`src/adc_trig_defines.svh`:
```
`ifndef ADC_TRIG_DEFINES_SVH
`define ADC_TRIG_DEFINES_SVH
// Register byte offsets.
`define OFS_CTRL3_LO 6'h00
`define OFS_CTRL3_HI 6'h04
`define OFS_PWR_STAT 6'h08
`define OFS_WARM_IRQ 6'h0C
`define OFS_LVL_LO 6'h10
`define OFS_LVL_HI 6'h14
`define OFS_EIE_LO 6'h18
`define OFS_EIE_HI 6'h1C
`define OFS_EIS_LO 6'h20
`define OFS_EIS_HI 6'h24
`define OFS_TRGSRC 6'h28
`define OFS_CORE_DIV 6'h2C
// Field positions.
`define B_REF_SELECT 13
`define B_SUSPEND 12
`define B_SUSPIE 11
`define B_SUSPFLAG 10
`define B_DIRSAMP 9
`define B_CHTRIG 8
`define B_LVLTRIG 7
`define B_COMTRIG 6
`define B_CLKSRC 14
`define B_CLK_DIV 8
`define B_SHR_EN 7
`define B_READY 15
`define B_POWER 7
`define B_WARM 8
`define B_RDYIE 7
`define B_EARLY_MODE 12
// Codes and reset values.
`define REF_SELECT_SUPPLY 3'h0
`define TRG_NONE 5'h00
`define TRG_SW_COMMON 5'h01
`define TRG_SW_LEVEL 5'h02
`define WARM_MIN_CODE 4'h4
`define RST_ZERO 16'h0000
`endif

```
`src/adc_trig_pkg.sv`:
```
package adc_trig_pkg;
  typedef enum logic [1:0] {PW_OFF, PW_WARM, PW_READY} pwr_e;
  typedef logic [20:0] chan_t;
endpackage : adc_trig_pkg

```
`src/adc_trigger_power_control.sv`:
```
`include "adc_trig_defines.svh"
// Summary of operation
// - Reference select holds only code 000; other written codes are dropped.
// - Suspend set blocks every new trigger to all cores.
// - Suspended flag is 1 only while suspended and no conversion runs.
// - Suspend interrupt enable raises common interrupt when suspended flag sets.
// - Direct sampling bit holds shared core sampling the selected channel.
// - Single channel trigger fires once for selected channel, then self-clears.
// - Six-bit channel select names the channel of the single trigger.
// - Common software trigger fires once to common-source channels, then self-clears.
// - Level software trigger, while set, continuously triggers level-sensitive level-source channels; edge-sensitive ones fire once.
// - Two-bit clock source field selects the module clock source.
// - Common divider divides the module clock by value plus one.
// - The shared core divides the core source clock by its own divider.
// - Shared core enable turns shared core on or off.
// - Power bit powers shared core; ready reads 1 only when ready.
// - Warm-up code sets delay two to the code, minimum sixteen periods.
// - Ready interrupt enable raises common interrupt when core becomes ready.
// - Per-channel bit selects level or edge sensitive trigger input.
// - Per-channel enable allows or blocks that channel's early interrupt.
// - Early status sets when early interrupt occurs, clears on buffer read.
// - Trigger source code 1 common, 2 level software, 0 none.
// - Global early enable selects early or result-ready channel interrupts.
module adc_trigger_power_control
  import adc_trig_pkg::*;
#(
  parameter int NCH = 21,
  parameter int WARM_MAX = 32768
)(
  // Clock and reset.
  input wire logic aclk,
  input wire logic aresetn,
  // AXI4-Lite write.
  input wire logic [5:0] s_axi_awaddr,
  input wire logic s_axi_awvalid,
  output logic s_axi_awready,
  input wire logic [31:0] s_axi_wdata,
  input wire logic [3:0] s_axi_wstrb,
  input wire logic s_axi_wvalid,
  output logic s_axi_wready,
  output logic [1:0] s_axi_bresp,
  output logic s_axi_bvalid,
  input wire logic s_axi_bready,
  // AXI4-Lite read.
  input wire logic [5:0] s_axi_araddr,
  input wire logic s_axi_arvalid,
  output logic s_axi_arready,
  output logic [31:0] s_axi_rdata,
  output logic [1:0] s_axi_rresp,
  output logic s_axi_rvalid,
  input wire logic s_axi_rready,
  // Converter side.
  input wire logic core_clk_tick,
  input wire logic [20:0] hw_trigger_in,
  input wire logic [20:0] conv_busy,
  input wire logic [20:0] early_event,
  input wire logic [20:0] result_ready,
  input wire logic [20:0] result_buffer_read,
  output logic [20:0] conv_request,
  output logic [5:0] single_channel,
  output logic single_request,
  output logic direct_sampling,
  output logic shared_core_enable,
  output logic shared_core_powered,
  output logic [1:0] module_clock_source,
  output logic [5:0] common_clock_divider,
  output logic [6:0] shared_core_divider,
  output logic [20:0] channel_irq,
  output logic common_irq
);

  // Only the channel count and warm-up range that the register map holds are served.
  if (NCH != 21 || WARM_MAX != 32768)
  begin : g_bad_params
    $error("Unsupported parameter values.");
  end

  // ----------------------------------------------------------------
  // State record
  // ----------------------------------------------------------------
  typedef struct packed {
    logic aw_got; logic [5:0] aw_a;
    logic w_got; logic [31:0] w_d; logic [3:0] w_s;
    logic awready; logic wready; logic bvalid;
    logic arready; logic rvalid; logic [31:0] rdata;
    logic suspend; logic susp_ie; logic susp_flag;
    logic dir_samp; logic ch_trig; logic lvl_trig; logic com_trig;
    logic [5:0] ch_sel; logic [1:0] clk_src; logic [5:0] clk_div;
    logic shr_en; logic power; logic [3:0] warm; logic rdy_ie; logic early_mode;
    logic [6:0] shr_div;
    chan_t lvl_en; chan_t eie; chan_t eis;
    logic [4:0] trg_src;
    chan_t trig_prev;
    pwr_e pstate; logic [15:0] wcnt; logic ready;
    chan_t req; logic [5:0] s_ch; logic s_req; chan_t chirq; logic cirq;
  } state_s;

  state_s q_q, d_q;

  // The load value is the number of core source ticks until the core is ready.
  function automatic logic [15:0] warm_count(input logic [3:0] code);
    if (code < `WARM_MIN_CODE)
      warm_count = 16'h0010;
    else
      warm_count = 16'(17'h00001 << code);
  endfunction : warm_count

  function automatic logic [15:0] merge16(input logic [15:0] old,
                                          input logic [31:0] dat,
                                          input logic [3:0] stb);
    merge16 = old;
    if (stb[0])
      merge16[7:0] = dat[7:0];
    if (stb[1])
      merge16[15:8] = dat[15:8];
  endfunction : merge16

  logic [15:0] r3l, r3h, r5l, r5h, tmp;
  logic wr_go, rd_go, last_done;
  chan_t src_hit, tr_cur, fire;

  always_comb
  begin
    d_q = q_q;
    tmp = 16'h0000;
    r3l = {`REF_SELECT_SUPPLY, q_q.suspend, q_q.susp_ie, q_q.susp_flag, q_q.dir_samp,
           q_q.ch_trig, q_q.lvl_trig, q_q.com_trig, q_q.ch_sel};
    r3h = {q_q.clk_src, q_q.clk_div, q_q.shr_en, 7'h00};
    r5l = {q_q.ready, 7'h00, q_q.power, 7'h00};
    r5h = {3'h0, q_q.early_mode, q_q.warm, q_q.rdy_ie, 7'h00};
    // ----------------------------------------------------------------
    // Bus slave
    // ----------------------------------------------------------------
    d_q.awready = 1'b0;
    d_q.wready = 1'b0;
    d_q.arready = 1'b0;
    // Address and data are taken in either order and held until both are in.
    if (s_axi_awvalid && !q_q.aw_got && !q_q.awready && !q_q.bvalid)
    begin
      d_q.awready = 1'b1;
      d_q.aw_got = 1'b1;
      d_q.aw_a = s_axi_awaddr;
    end
    if (s_axi_wvalid && !q_q.w_got && !q_q.wready && !q_q.bvalid)
    begin
      d_q.wready = 1'b1;
      d_q.w_got = 1'b1;
      d_q.w_d = s_axi_wdata;
      d_q.w_s = s_axi_wstrb;
    end
    wr_go = q_q.aw_got && q_q.w_got && !q_q.bvalid;
    if (q_q.bvalid && s_axi_bready)
      d_q.bvalid = 1'b0;
    // Self-clearing triggers last exactly one cycle.
    d_q.ch_trig = 1'b0;
    d_q.com_trig = 1'b0;
    if (wr_go)
    begin
      d_q.aw_got = 1'b0;
      d_q.w_got = 1'b0;
      d_q.bvalid = 1'b1;
      case (q_q.aw_a)
        `OFS_CTRL3_LO:
        begin
          tmp = merge16(r3l, q_q.w_d, q_q.w_s);
          d_q.suspend = tmp[`B_SUSPEND];
          d_q.susp_ie = tmp[`B_SUSPIE];
          d_q.dir_samp = tmp[`B_DIRSAMP];
          d_q.ch_trig = tmp[`B_CHTRIG] && q_q.w_s[1];
          d_q.lvl_trig = tmp[`B_LVLTRIG];
          d_q.com_trig = tmp[`B_COMTRIG] && q_q.w_s[0];
          d_q.ch_sel = tmp[5:0];
        end
        `OFS_CTRL3_HI:
        begin
          tmp = merge16(r3h, q_q.w_d, q_q.w_s);
          d_q.clk_src = tmp[`B_CLKSRC +: 2];
          d_q.clk_div = tmp[`B_CLK_DIV +: 6];
          d_q.shr_en = tmp[`B_SHR_EN];
        end
        `OFS_PWR_STAT:
        begin
          tmp = merge16(r5l, q_q.w_d, q_q.w_s);
          d_q.power = tmp[`B_POWER];
        end
        `OFS_WARM_IRQ:
        begin
          tmp = merge16(r5h, q_q.w_d, q_q.w_s);
          d_q.warm = tmp[`B_WARM +: 4];
          d_q.rdy_ie = tmp[`B_RDYIE];
          d_q.early_mode = tmp[`B_EARLY_MODE];
        end
        `OFS_LVL_LO: d_q.lvl_en[15:0] = merge16(q_q.lvl_en[15:0], q_q.w_d, q_q.w_s);
        `OFS_LVL_HI: d_q.lvl_en[20:16] = q_q.w_s[0] ? q_q.w_d[4:0] : q_q.lvl_en[20:16];
        `OFS_EIE_LO: d_q.eie[15:0] = merge16(q_q.eie[15:0], q_q.w_d, q_q.w_s);
        `OFS_EIE_HI: d_q.eie[20:16] = q_q.w_s[0] ? q_q.w_d[4:0] : q_q.eie[20:16];
        `OFS_EIS_LO: d_q.eis[15:0] = merge16(q_q.eis[15:0], q_q.w_d, q_q.w_s);
        `OFS_EIS_HI: d_q.eis[20:16] = q_q.w_s[0] ? q_q.w_d[4:0] : q_q.eis[20:16];
        `OFS_TRGSRC: d_q.trg_src = q_q.w_s[0] ? q_q.w_d[4:0] : q_q.trg_src;
        `OFS_CORE_DIV: d_q.shr_div = q_q.w_s[0] ? q_q.w_d[6:0] : q_q.shr_div;
        default: tmp = 16'h0000;
      endcase
    end
    // Reference select is not stored: it always reads the supply code.
    // ----------------------------------------------------------------
    // Register read
    // ----------------------------------------------------------------
    rd_go = s_axi_arvalid && !q_q.arready && !q_q.rvalid;
    if (q_q.rvalid && s_axi_rready)
      d_q.rvalid = 1'b0;
    if (rd_go)
    begin
      d_q.arready = 1'b1;
      d_q.rvalid = 1'b1;
      case (s_axi_araddr)
        `OFS_CTRL3_LO: d_q.rdata = {16'h0000, r3l};
        `OFS_CTRL3_HI: d_q.rdata = {16'h0000, r3h};
        `OFS_PWR_STAT: d_q.rdata = {16'h0000, r5l};
        `OFS_WARM_IRQ: d_q.rdata = {16'h0000, r5h};
        `OFS_LVL_LO: d_q.rdata = {16'h0000, q_q.lvl_en[15:0]};
        `OFS_LVL_HI: d_q.rdata = {27'h0000000, q_q.lvl_en[20:16]};
        `OFS_EIE_LO: d_q.rdata = {16'h0000, q_q.eie[15:0]};
        `OFS_EIE_HI: d_q.rdata = {27'h0000000, q_q.eie[20:16]};
        `OFS_EIS_LO: d_q.rdata = {16'h0000, q_q.eis[15:0]};
        `OFS_EIS_HI: d_q.rdata = {27'h0000000, q_q.eis[20:16]};
        `OFS_TRGSRC: d_q.rdata = {27'h0000000, q_q.trg_src};
        `OFS_CORE_DIV: d_q.rdata = {25'h0000000, q_q.shr_div};
        default: d_q.rdata = 32'h00000000;
      endcase
    end
    // ----------------------------------------------------------------
    // Triggers
    // ----------------------------------------------------------------
    // All channels share one source selection; there is no per-channel source map.
    src_hit = '0;
    case (q_q.trg_src)
      `TRG_SW_COMMON: src_hit = {NCH{q_q.com_trig}};
      `TRG_SW_LEVEL: src_hit = {NCH{q_q.lvl_trig}};
      `TRG_NONE: src_hit = '0;
      default: src_hit = '0;
    endcase
    tr_cur = hw_trigger_in | src_hit;
    // History resets low, the idle level of a trigger, so no false edge follows reset.
    d_q.trig_prev = tr_cur;
    fire = (q_q.lvl_en & tr_cur) | (~q_q.lvl_en & tr_cur & ~q_q.trig_prev);
    d_q.req = q_q.suspend ? '0 : fire;
    d_q.s_req = q_q.ch_trig && !q_q.suspend;
    d_q.s_ch = q_q.ch_sel;
    // ----------------------------------------------------------------
    // Suspend and early status
    // ----------------------------------------------------------------
    d_q.susp_flag = q_q.suspend && (conv_busy == '0);
    // A hardware set wins over a buffer-read clear in the same cycle.
    for (int i = 0; i < NCH; i++)
    begin
      if (result_buffer_read[i])
        d_q.eis[i] = 1'b0;
      if (early_event[i] && q_q.eie[i])
        d_q.eis[i] = 1'b1;
    end
    d_q.chirq = q_q.early_mode ? (early_event & q_q.eie) : result_ready;
    // ----------------------------------------------------------------
    // Shared core power-up
    // ----------------------------------------------------------------
    last_done = 1'b0;
    case (q_q.pstate)
      PW_OFF:
      begin
        d_q.ready = 1'b0;
        if (q_q.power)
        begin
          d_q.pstate = PW_WARM;
          d_q.wcnt = warm_count(q_q.warm);
        end
      end
      PW_WARM:
      begin
        if (!q_q.power)
          d_q.pstate = PW_OFF;
        else if (core_clk_tick)
        begin
          if (q_q.wcnt == 16'h0001)
          begin
            d_q.pstate = PW_READY;
            d_q.ready = 1'b1;
            last_done = 1'b1;
          end
          else
            d_q.wcnt = q_q.wcnt - 16'h0001;
        end
      end
      PW_READY:
      begin
        if (!q_q.power)
        begin
          d_q.pstate = PW_OFF;
          d_q.ready = 1'b0;
        end
      end
      default: d_q.pstate = PW_OFF;
    endcase
    d_q.cirq = (q_q.susp_ie && q_q.suspend && d_q.susp_flag && !q_q.susp_flag)
            || (q_q.rdy_ie && last_done);
  end

  always_ff @(posedge aclk)
  begin
    if (!aresetn)
    begin
      q_q <= '0;
    end
    else
    begin
      q_q <= d_q;
    end
  end

  assign s_axi_awready = q_q.awready;
  assign s_axi_wready = q_q.wready;
  assign s_axi_bresp = 2'h0;
  assign s_axi_bvalid = q_q.bvalid;
  assign s_axi_arready = q_q.arready;
  assign s_axi_rdata = q_q.rdata;
  assign s_axi_rresp = 2'h0;
  assign s_axi_rvalid = q_q.rvalid;
  assign conv_request = q_q.req;
  assign single_channel = q_q.s_ch;
  assign single_request = q_q.s_req;
  assign direct_sampling = q_q.dir_samp;
  assign shared_core_enable = q_q.shr_en;
  assign shared_core_powered = q_q.power;
  assign module_clock_source = q_q.clk_src;
  assign common_clock_divider = q_q.clk_div;
  assign shared_core_divider = q_q.shr_div;
  assign channel_irq = q_q.chirq;
  assign common_irq = q_q.cirq;

endmodule : adc_trigger_power_control

```
`config.mk`:
```
export PLATFORM = sky130hd
export DESIGN_NAME = adc_trigger_power_control
export DESIGN_NICKNAME = d
export VERILOG_FILES = /design/src/adc_trig_pkg.sv /design/src/adc_trigger_power_control.sv
export VERILOG_INCLUDE_DIRS = /design/src
export SDC_FILE = /design/constraint.sdc
export NUM_CORES = 1
export LEC_CHECK = 0
export ABC_AREA = 1
export CAP_MARGIN = 20
export CORE_ASPECT_RATIO = 2
export CORE_MARGIN = 5
export CORE_UTILIZATION = 36
export CTS_CLUSTER_DIAMETER = 50
export DETAILED_ROUTE_END_ITERATION = 8
export DONT_BUFFER_PORTS = 1
export GPL_TIMING_DRIVEN = 0
export MAX_ROUTING_LAYER = met4
export REMOVE_ABC_BUFFERS = 1
export SYNTH_ARGS = -nofsm -noshare
export SYNTH_HDL_FRONTEND = slang
export SYNTH_SLANG_ARGS = --single-unit
```
`constraint.sdc`:
```
create_clock -name aclk -period 1.4 [get_ports aclk]
set_input_delay 0.21 -clock aclk [delete_from_list [all_inputs] [get_ports aclk]]
set_output_delay 0.21 -clock aclk [all_outputs]
set_load 0.005 [all_outputs]
```
# Word level (Yosys, flattened, before mapping)

Index checks and enable logic that the tools add are counted.

Add/subtract/negate cells: 1
Order comparisons: 1
Equality and inequality tests: 37
Shift-type cells: 1
Mux-type cells: 82
Bitwise operators: 9
Reductions and logical operators: 164

Operators by type and width:

| kind                  | number |
|---|---|
| $pmux W16 S12         | 1 |
| $reduce_bool A3 Y1    | 64 |
| $reduce_and A3 Y1     | 37 |
| $and A21 B21 Y21      | 4 |
| $mux W1               | 53 |
| $eq A6 B5 Y1 const B  | 8 |
| $eq A6 B6 Y1 const B  | 8 |
| $mux W16              | 3 |
| $not A21 Y21          | 2 |
| $or A21 B21 Y21       | 2 |
| $pmux W21 S2          | 1 |
| $logic_and A1 B1 Y1   | 41 |
| $mux W8               | 5 |
| $mux W5               | 7 |
| $mux W34              | 1 |
| $pmux W16 S2          | 1 |
| $mux W26              | 1 |
| $eq A6 B4 Y1 const B  | 4 |
| $logic_not A21 Y1     | 1 |
| $mux W21              | 1 |
| $mux W19              | 1 |
| $mux W18              | 1 |
| $mux W17              | 1 |
| $eq A16 B1 Y1 const B | 1 |
| other kinds (22)      | 46 |

Bits in registers: 257
Input bits: 161
Output and inout bits: 109

# Longest topological paths before layout

Depth after elaboration: 7
Depth in mapped cells: 12
Depth with buffers taken out: 11

# Least setup slack after synthesis

Ideal clock, no wire load.

Path type: flip-flop to flip-flop
Start: register q_q, in the netlist s_axi_bvalid
End: register q_q[143] (netlist bit)
Setup time: 0.119 ns
Arrival time: 1.322 ns
Data required time: 1.281 ns
Slack: -0.041 ns
Cell stages (with the launch flop): 10
Path buffers: 1
Cells stage by stage: dfxtp_1 inv_1 nand3_4 nor2_4 nand2_2 inv_1 nand2_1 buf_2 o21ai_0 a21oi_1

Word-level cells in the longest chain between the ends: 3

Ends and longest elaborated chain:

| item                        | RTL line                         | source |
|---|---|---|
| start: declaration          | adc_trigger_power_control.sv:98  | `state_s q_q, d_q;` |
| start signal: assignment    | adc_trigger_power_control.sv:314 | `q_q <= d_q;` |
| $logic_not A1 Y1            | adc_trigger_power_control.sv:151 | `wr_go = q_q.aw_got && q_q.w_got && !q_q.bvalid;` |
| $logic_and A1 B1 Y1         | adc_trigger_power_control.sv:151 |  |
| $reduce_and A3 Y1 (no line) | n/a                              |  |

Every way passes these cells.
A chain may end at the register's enable or synchronous reset.

# Worst setup path after layout

Start: register q_q, in the netlist s_axi_bvalid
End: register q_q, in the netlist common_clock_divider[1]

Same word-level chain as after synthesis.

==> out/qor.yml <==
run_status: "finished with violations"
violations: "hold timing, setup timing"
layout-drive-gt1-share: 0.215
antenna_found_initial: 3
ys_seq_area_frac: 0.436
worst_slew_pin_slew_ps: 794
design_area_um2: 14200
h-tree-depth: 1
pwr-share-clk: 0.432
syn_inst: 1531
comb_power_share: 0.091
start_util: 0.361
crit_start: "s_axi_bvalid"
grt-ovfl-total: 0
syn_area_um2: 11100
dp_worst_setup_slack_ps: -1140
multi_input_area_um2: 5590
cap_violations: 0
vias: 10132
setup_slack_ps: -188
fin_crit_ps: 1590
seqCellArea_um2: 4850
finalSetupViolations: 108
drt-wirelength-per-cell_um: 19.1
synth_top_area_cell: "dfxtp_1"
drt-vias-per-instance: 5.11
grt_pass1_vias: 9700
grt_max_degree: 131
drt_iter0_drc: 659
ios: 270
worst_clock_skew_ps: 21.9
hold_slack_ps: -158
grt_usage: 0.210
cp-start-kind: "flop"
yosysTopAreaCellShare: 0.436
power_frac_seq: 0.477
finalHoldViolations: 93
fillers: 2976
async_flop_share: 0
switching_share: 0.250
critPathKind: "flop to flop"
drc: 0
clock-root-buffer: "clkbuf_16"
period_share: 1.13
cts_max_path_buffers: 3
rsz0062_at_grt: "true"
die_h_um: 258
dp_hpwl_um: 23200
netlist_top_cells_area: "dfxtp_1 44%, nand2_1 8.9%, nor2_1 7.2%"
fp.coreArea_um2: 30600
slew_violations: 0
yosysUniqueCellTypes: 39
routed_wl_um: 37900
synth_top_cells_by_count: "263 x nand2_1, 241 x dfxtp_1, 213 x nor2_1"
r2r_start: "s_axi_bvalid"
die_area_um2: 34600
max-slew-margin-rel: 0.468
internal_power_mw: 11.3
path_max_fanout: 8
placed_area_um2: 10700
syn_area_per_cell_um2: 7.23
holdCritStartpoint: "result_ready[10]"
irDropWorstVdd_v: 0.00104
utilization: 0.463
grt_pass1_wl_um: 55800
p_sw_mw: 3.76
ys_warn_count: 0
timing.fmax_mhz: 630
p_per_area_nw_per_um2: 1060
die_w_um: 134
p_leak_nw: 5.62
critPathCaptureType: "flop"
synth-main-ff-cell: "dfxtp_1"
numClockSinks: 241
cts_tree: "yes"
synth_edf_count: 0
ant_nets: 0
syn2layout_area_growth_pct: 28.1
fin_nets: 1755
std_cell_rows: 91
synth-seq-cells: 241
clkLatencyLatePin_ps: 550
cts_buffers: 24
hold_path.class: "primary input to flop"
portBuffers: 0
dr.pass1.iters: 5
fin_tns_setup_ps: -10790
gp_congestion: 0.862
arrival_ps: 2000
yosysMostFrequentCell: "nand2_1"
critPathRequiredTime_ps: 1810
clk_pin_slew_ps: 60
[critical path, cell delays in order (launching register included)]
cell and delay [ps]:
dfxtp_2 330, inv_2 80, nand3_4 100, buf_6 140
nor2_4 130, inv_4 80, nor3_4 260, buf_6 150
clkbuf_16 150, a211oi_1 60
[power groups by stage]
stage	Clock (mW)	Combinational (mW)	Sequential [mW]
2_1_floorplan	0	0.547	7.29
3_3_place_gp	0	0.746	7.32
3_5_place_dp	0	0.779	7.32
4_1_cts	6.64	1.17	7.18
5_1_grt	6.90	1.50	7.21
6_report	6.51	1.38	7.19
[metal layers]
metal  vias up  routed length (um)  global-route usage
li1       4974                   -                   -
met1      4731               15800               0.266
met2       375               17900               0.337
met3        52                3220              0.0470
met4         0                 939              0.0609
met5         -                   0                   -
[cells by family after synthesis]
group           count (synthesis)  synth area share
xor+xnor                        1          0.000791
other cells                     1          0.000339
simple gates                  606             0.240
compound gates                345             0.168
buf+inv                       335             0.152
fa+ha+maj                       2           0.00226
flops                         241             0.436
[placed cells by master, fill, tap and decap left out, types with 13 or more instances in the layout]
cell	Yosys	final
dfxtp_1	241	225
nand2_1	263	219
nor2_1	213	186
inv_1	167	146
a21oi_1	156	132
dlygate4sd3_1	0	103
o21ai_0	134	88
nand3_1	59	52
nand2_2	3	39
o21ai_1	10	37
nor2_4	6	34
a211oi_2	4	31
a21oi_2	2	26
clkbuf_16	0	25
buf_4	101	25
conb_1	1	20
inv_2	6	19
o21ai_2	0	16
nand4_1	16	16
buf_6	4	16
nor2_2	11	15
buf_12	0	13
[registers in the layout, summed over array words and instances, names as in the netlist]
name,cells
channel_irq,21
common_clock_divider,6
common_irq,1
conv_request,21
d_q,6
direct_sampling,1
module_clock_source,2
q_q,146
s_axi_arready,1
s_axi_awready,1
s_axi_bvalid,1
s_axi_rdata,16
s_axi_rvalid,1
s_axi_wready,1
shared_core_divider,7
shared_core_enable,1
shared_core_powered,1
single_channel,6
single_request,1
[path summary, 6_finish.rpt]
path                            slack (ps)                 endpoint  cells after the start
worst max-delay path                  -190  common_clock_divider[1]                      9
worst min-delay path                  -160          channel_irq[10]                      2
worst max register to register        -190  common_clock_divider[1]                      9
worst min register to register         410         conv_request[19]                      1
[layout make-up]
| type | count | area share |
|---|---|---|
| Clock inverter | 7 | 0.00530 |
| Clock buffer | 36 | 0.0505 |
| Antenna cell | 3 | 0.000530 |
| Inverter | 180 | 0.0505 |
| Sequential cell | 241 | 0.342 |
| Multi-Input combinational cell | 984 | 0.394 |
| Timing Repair Buffer | 161 | 0.124 |
| Tap cell | 372 | 0.0328 |
[what timing repair did]
action / 4_1_cts / 5_1_grt
setup endpoints to repair: 194 / 160
buffers inserted: 36 / 18
hold buffers: 100 / 3
pin swaps: 48 / 46
endpoints found under the hold margin: 200 / 121
gates cloned: 10 / 4
gates resized for setup: 142 / 191
[metrics by stage]
step                      total power [mW]  instances
final                                 15.1       1984
after global routing                  15.6       1984
after CTS                             15.0       1959
after detailed placement              8.10       1770
after global placement                8.07       1767
after floorplan                       7.84       1395
Power figures use the tool's default switching activity.
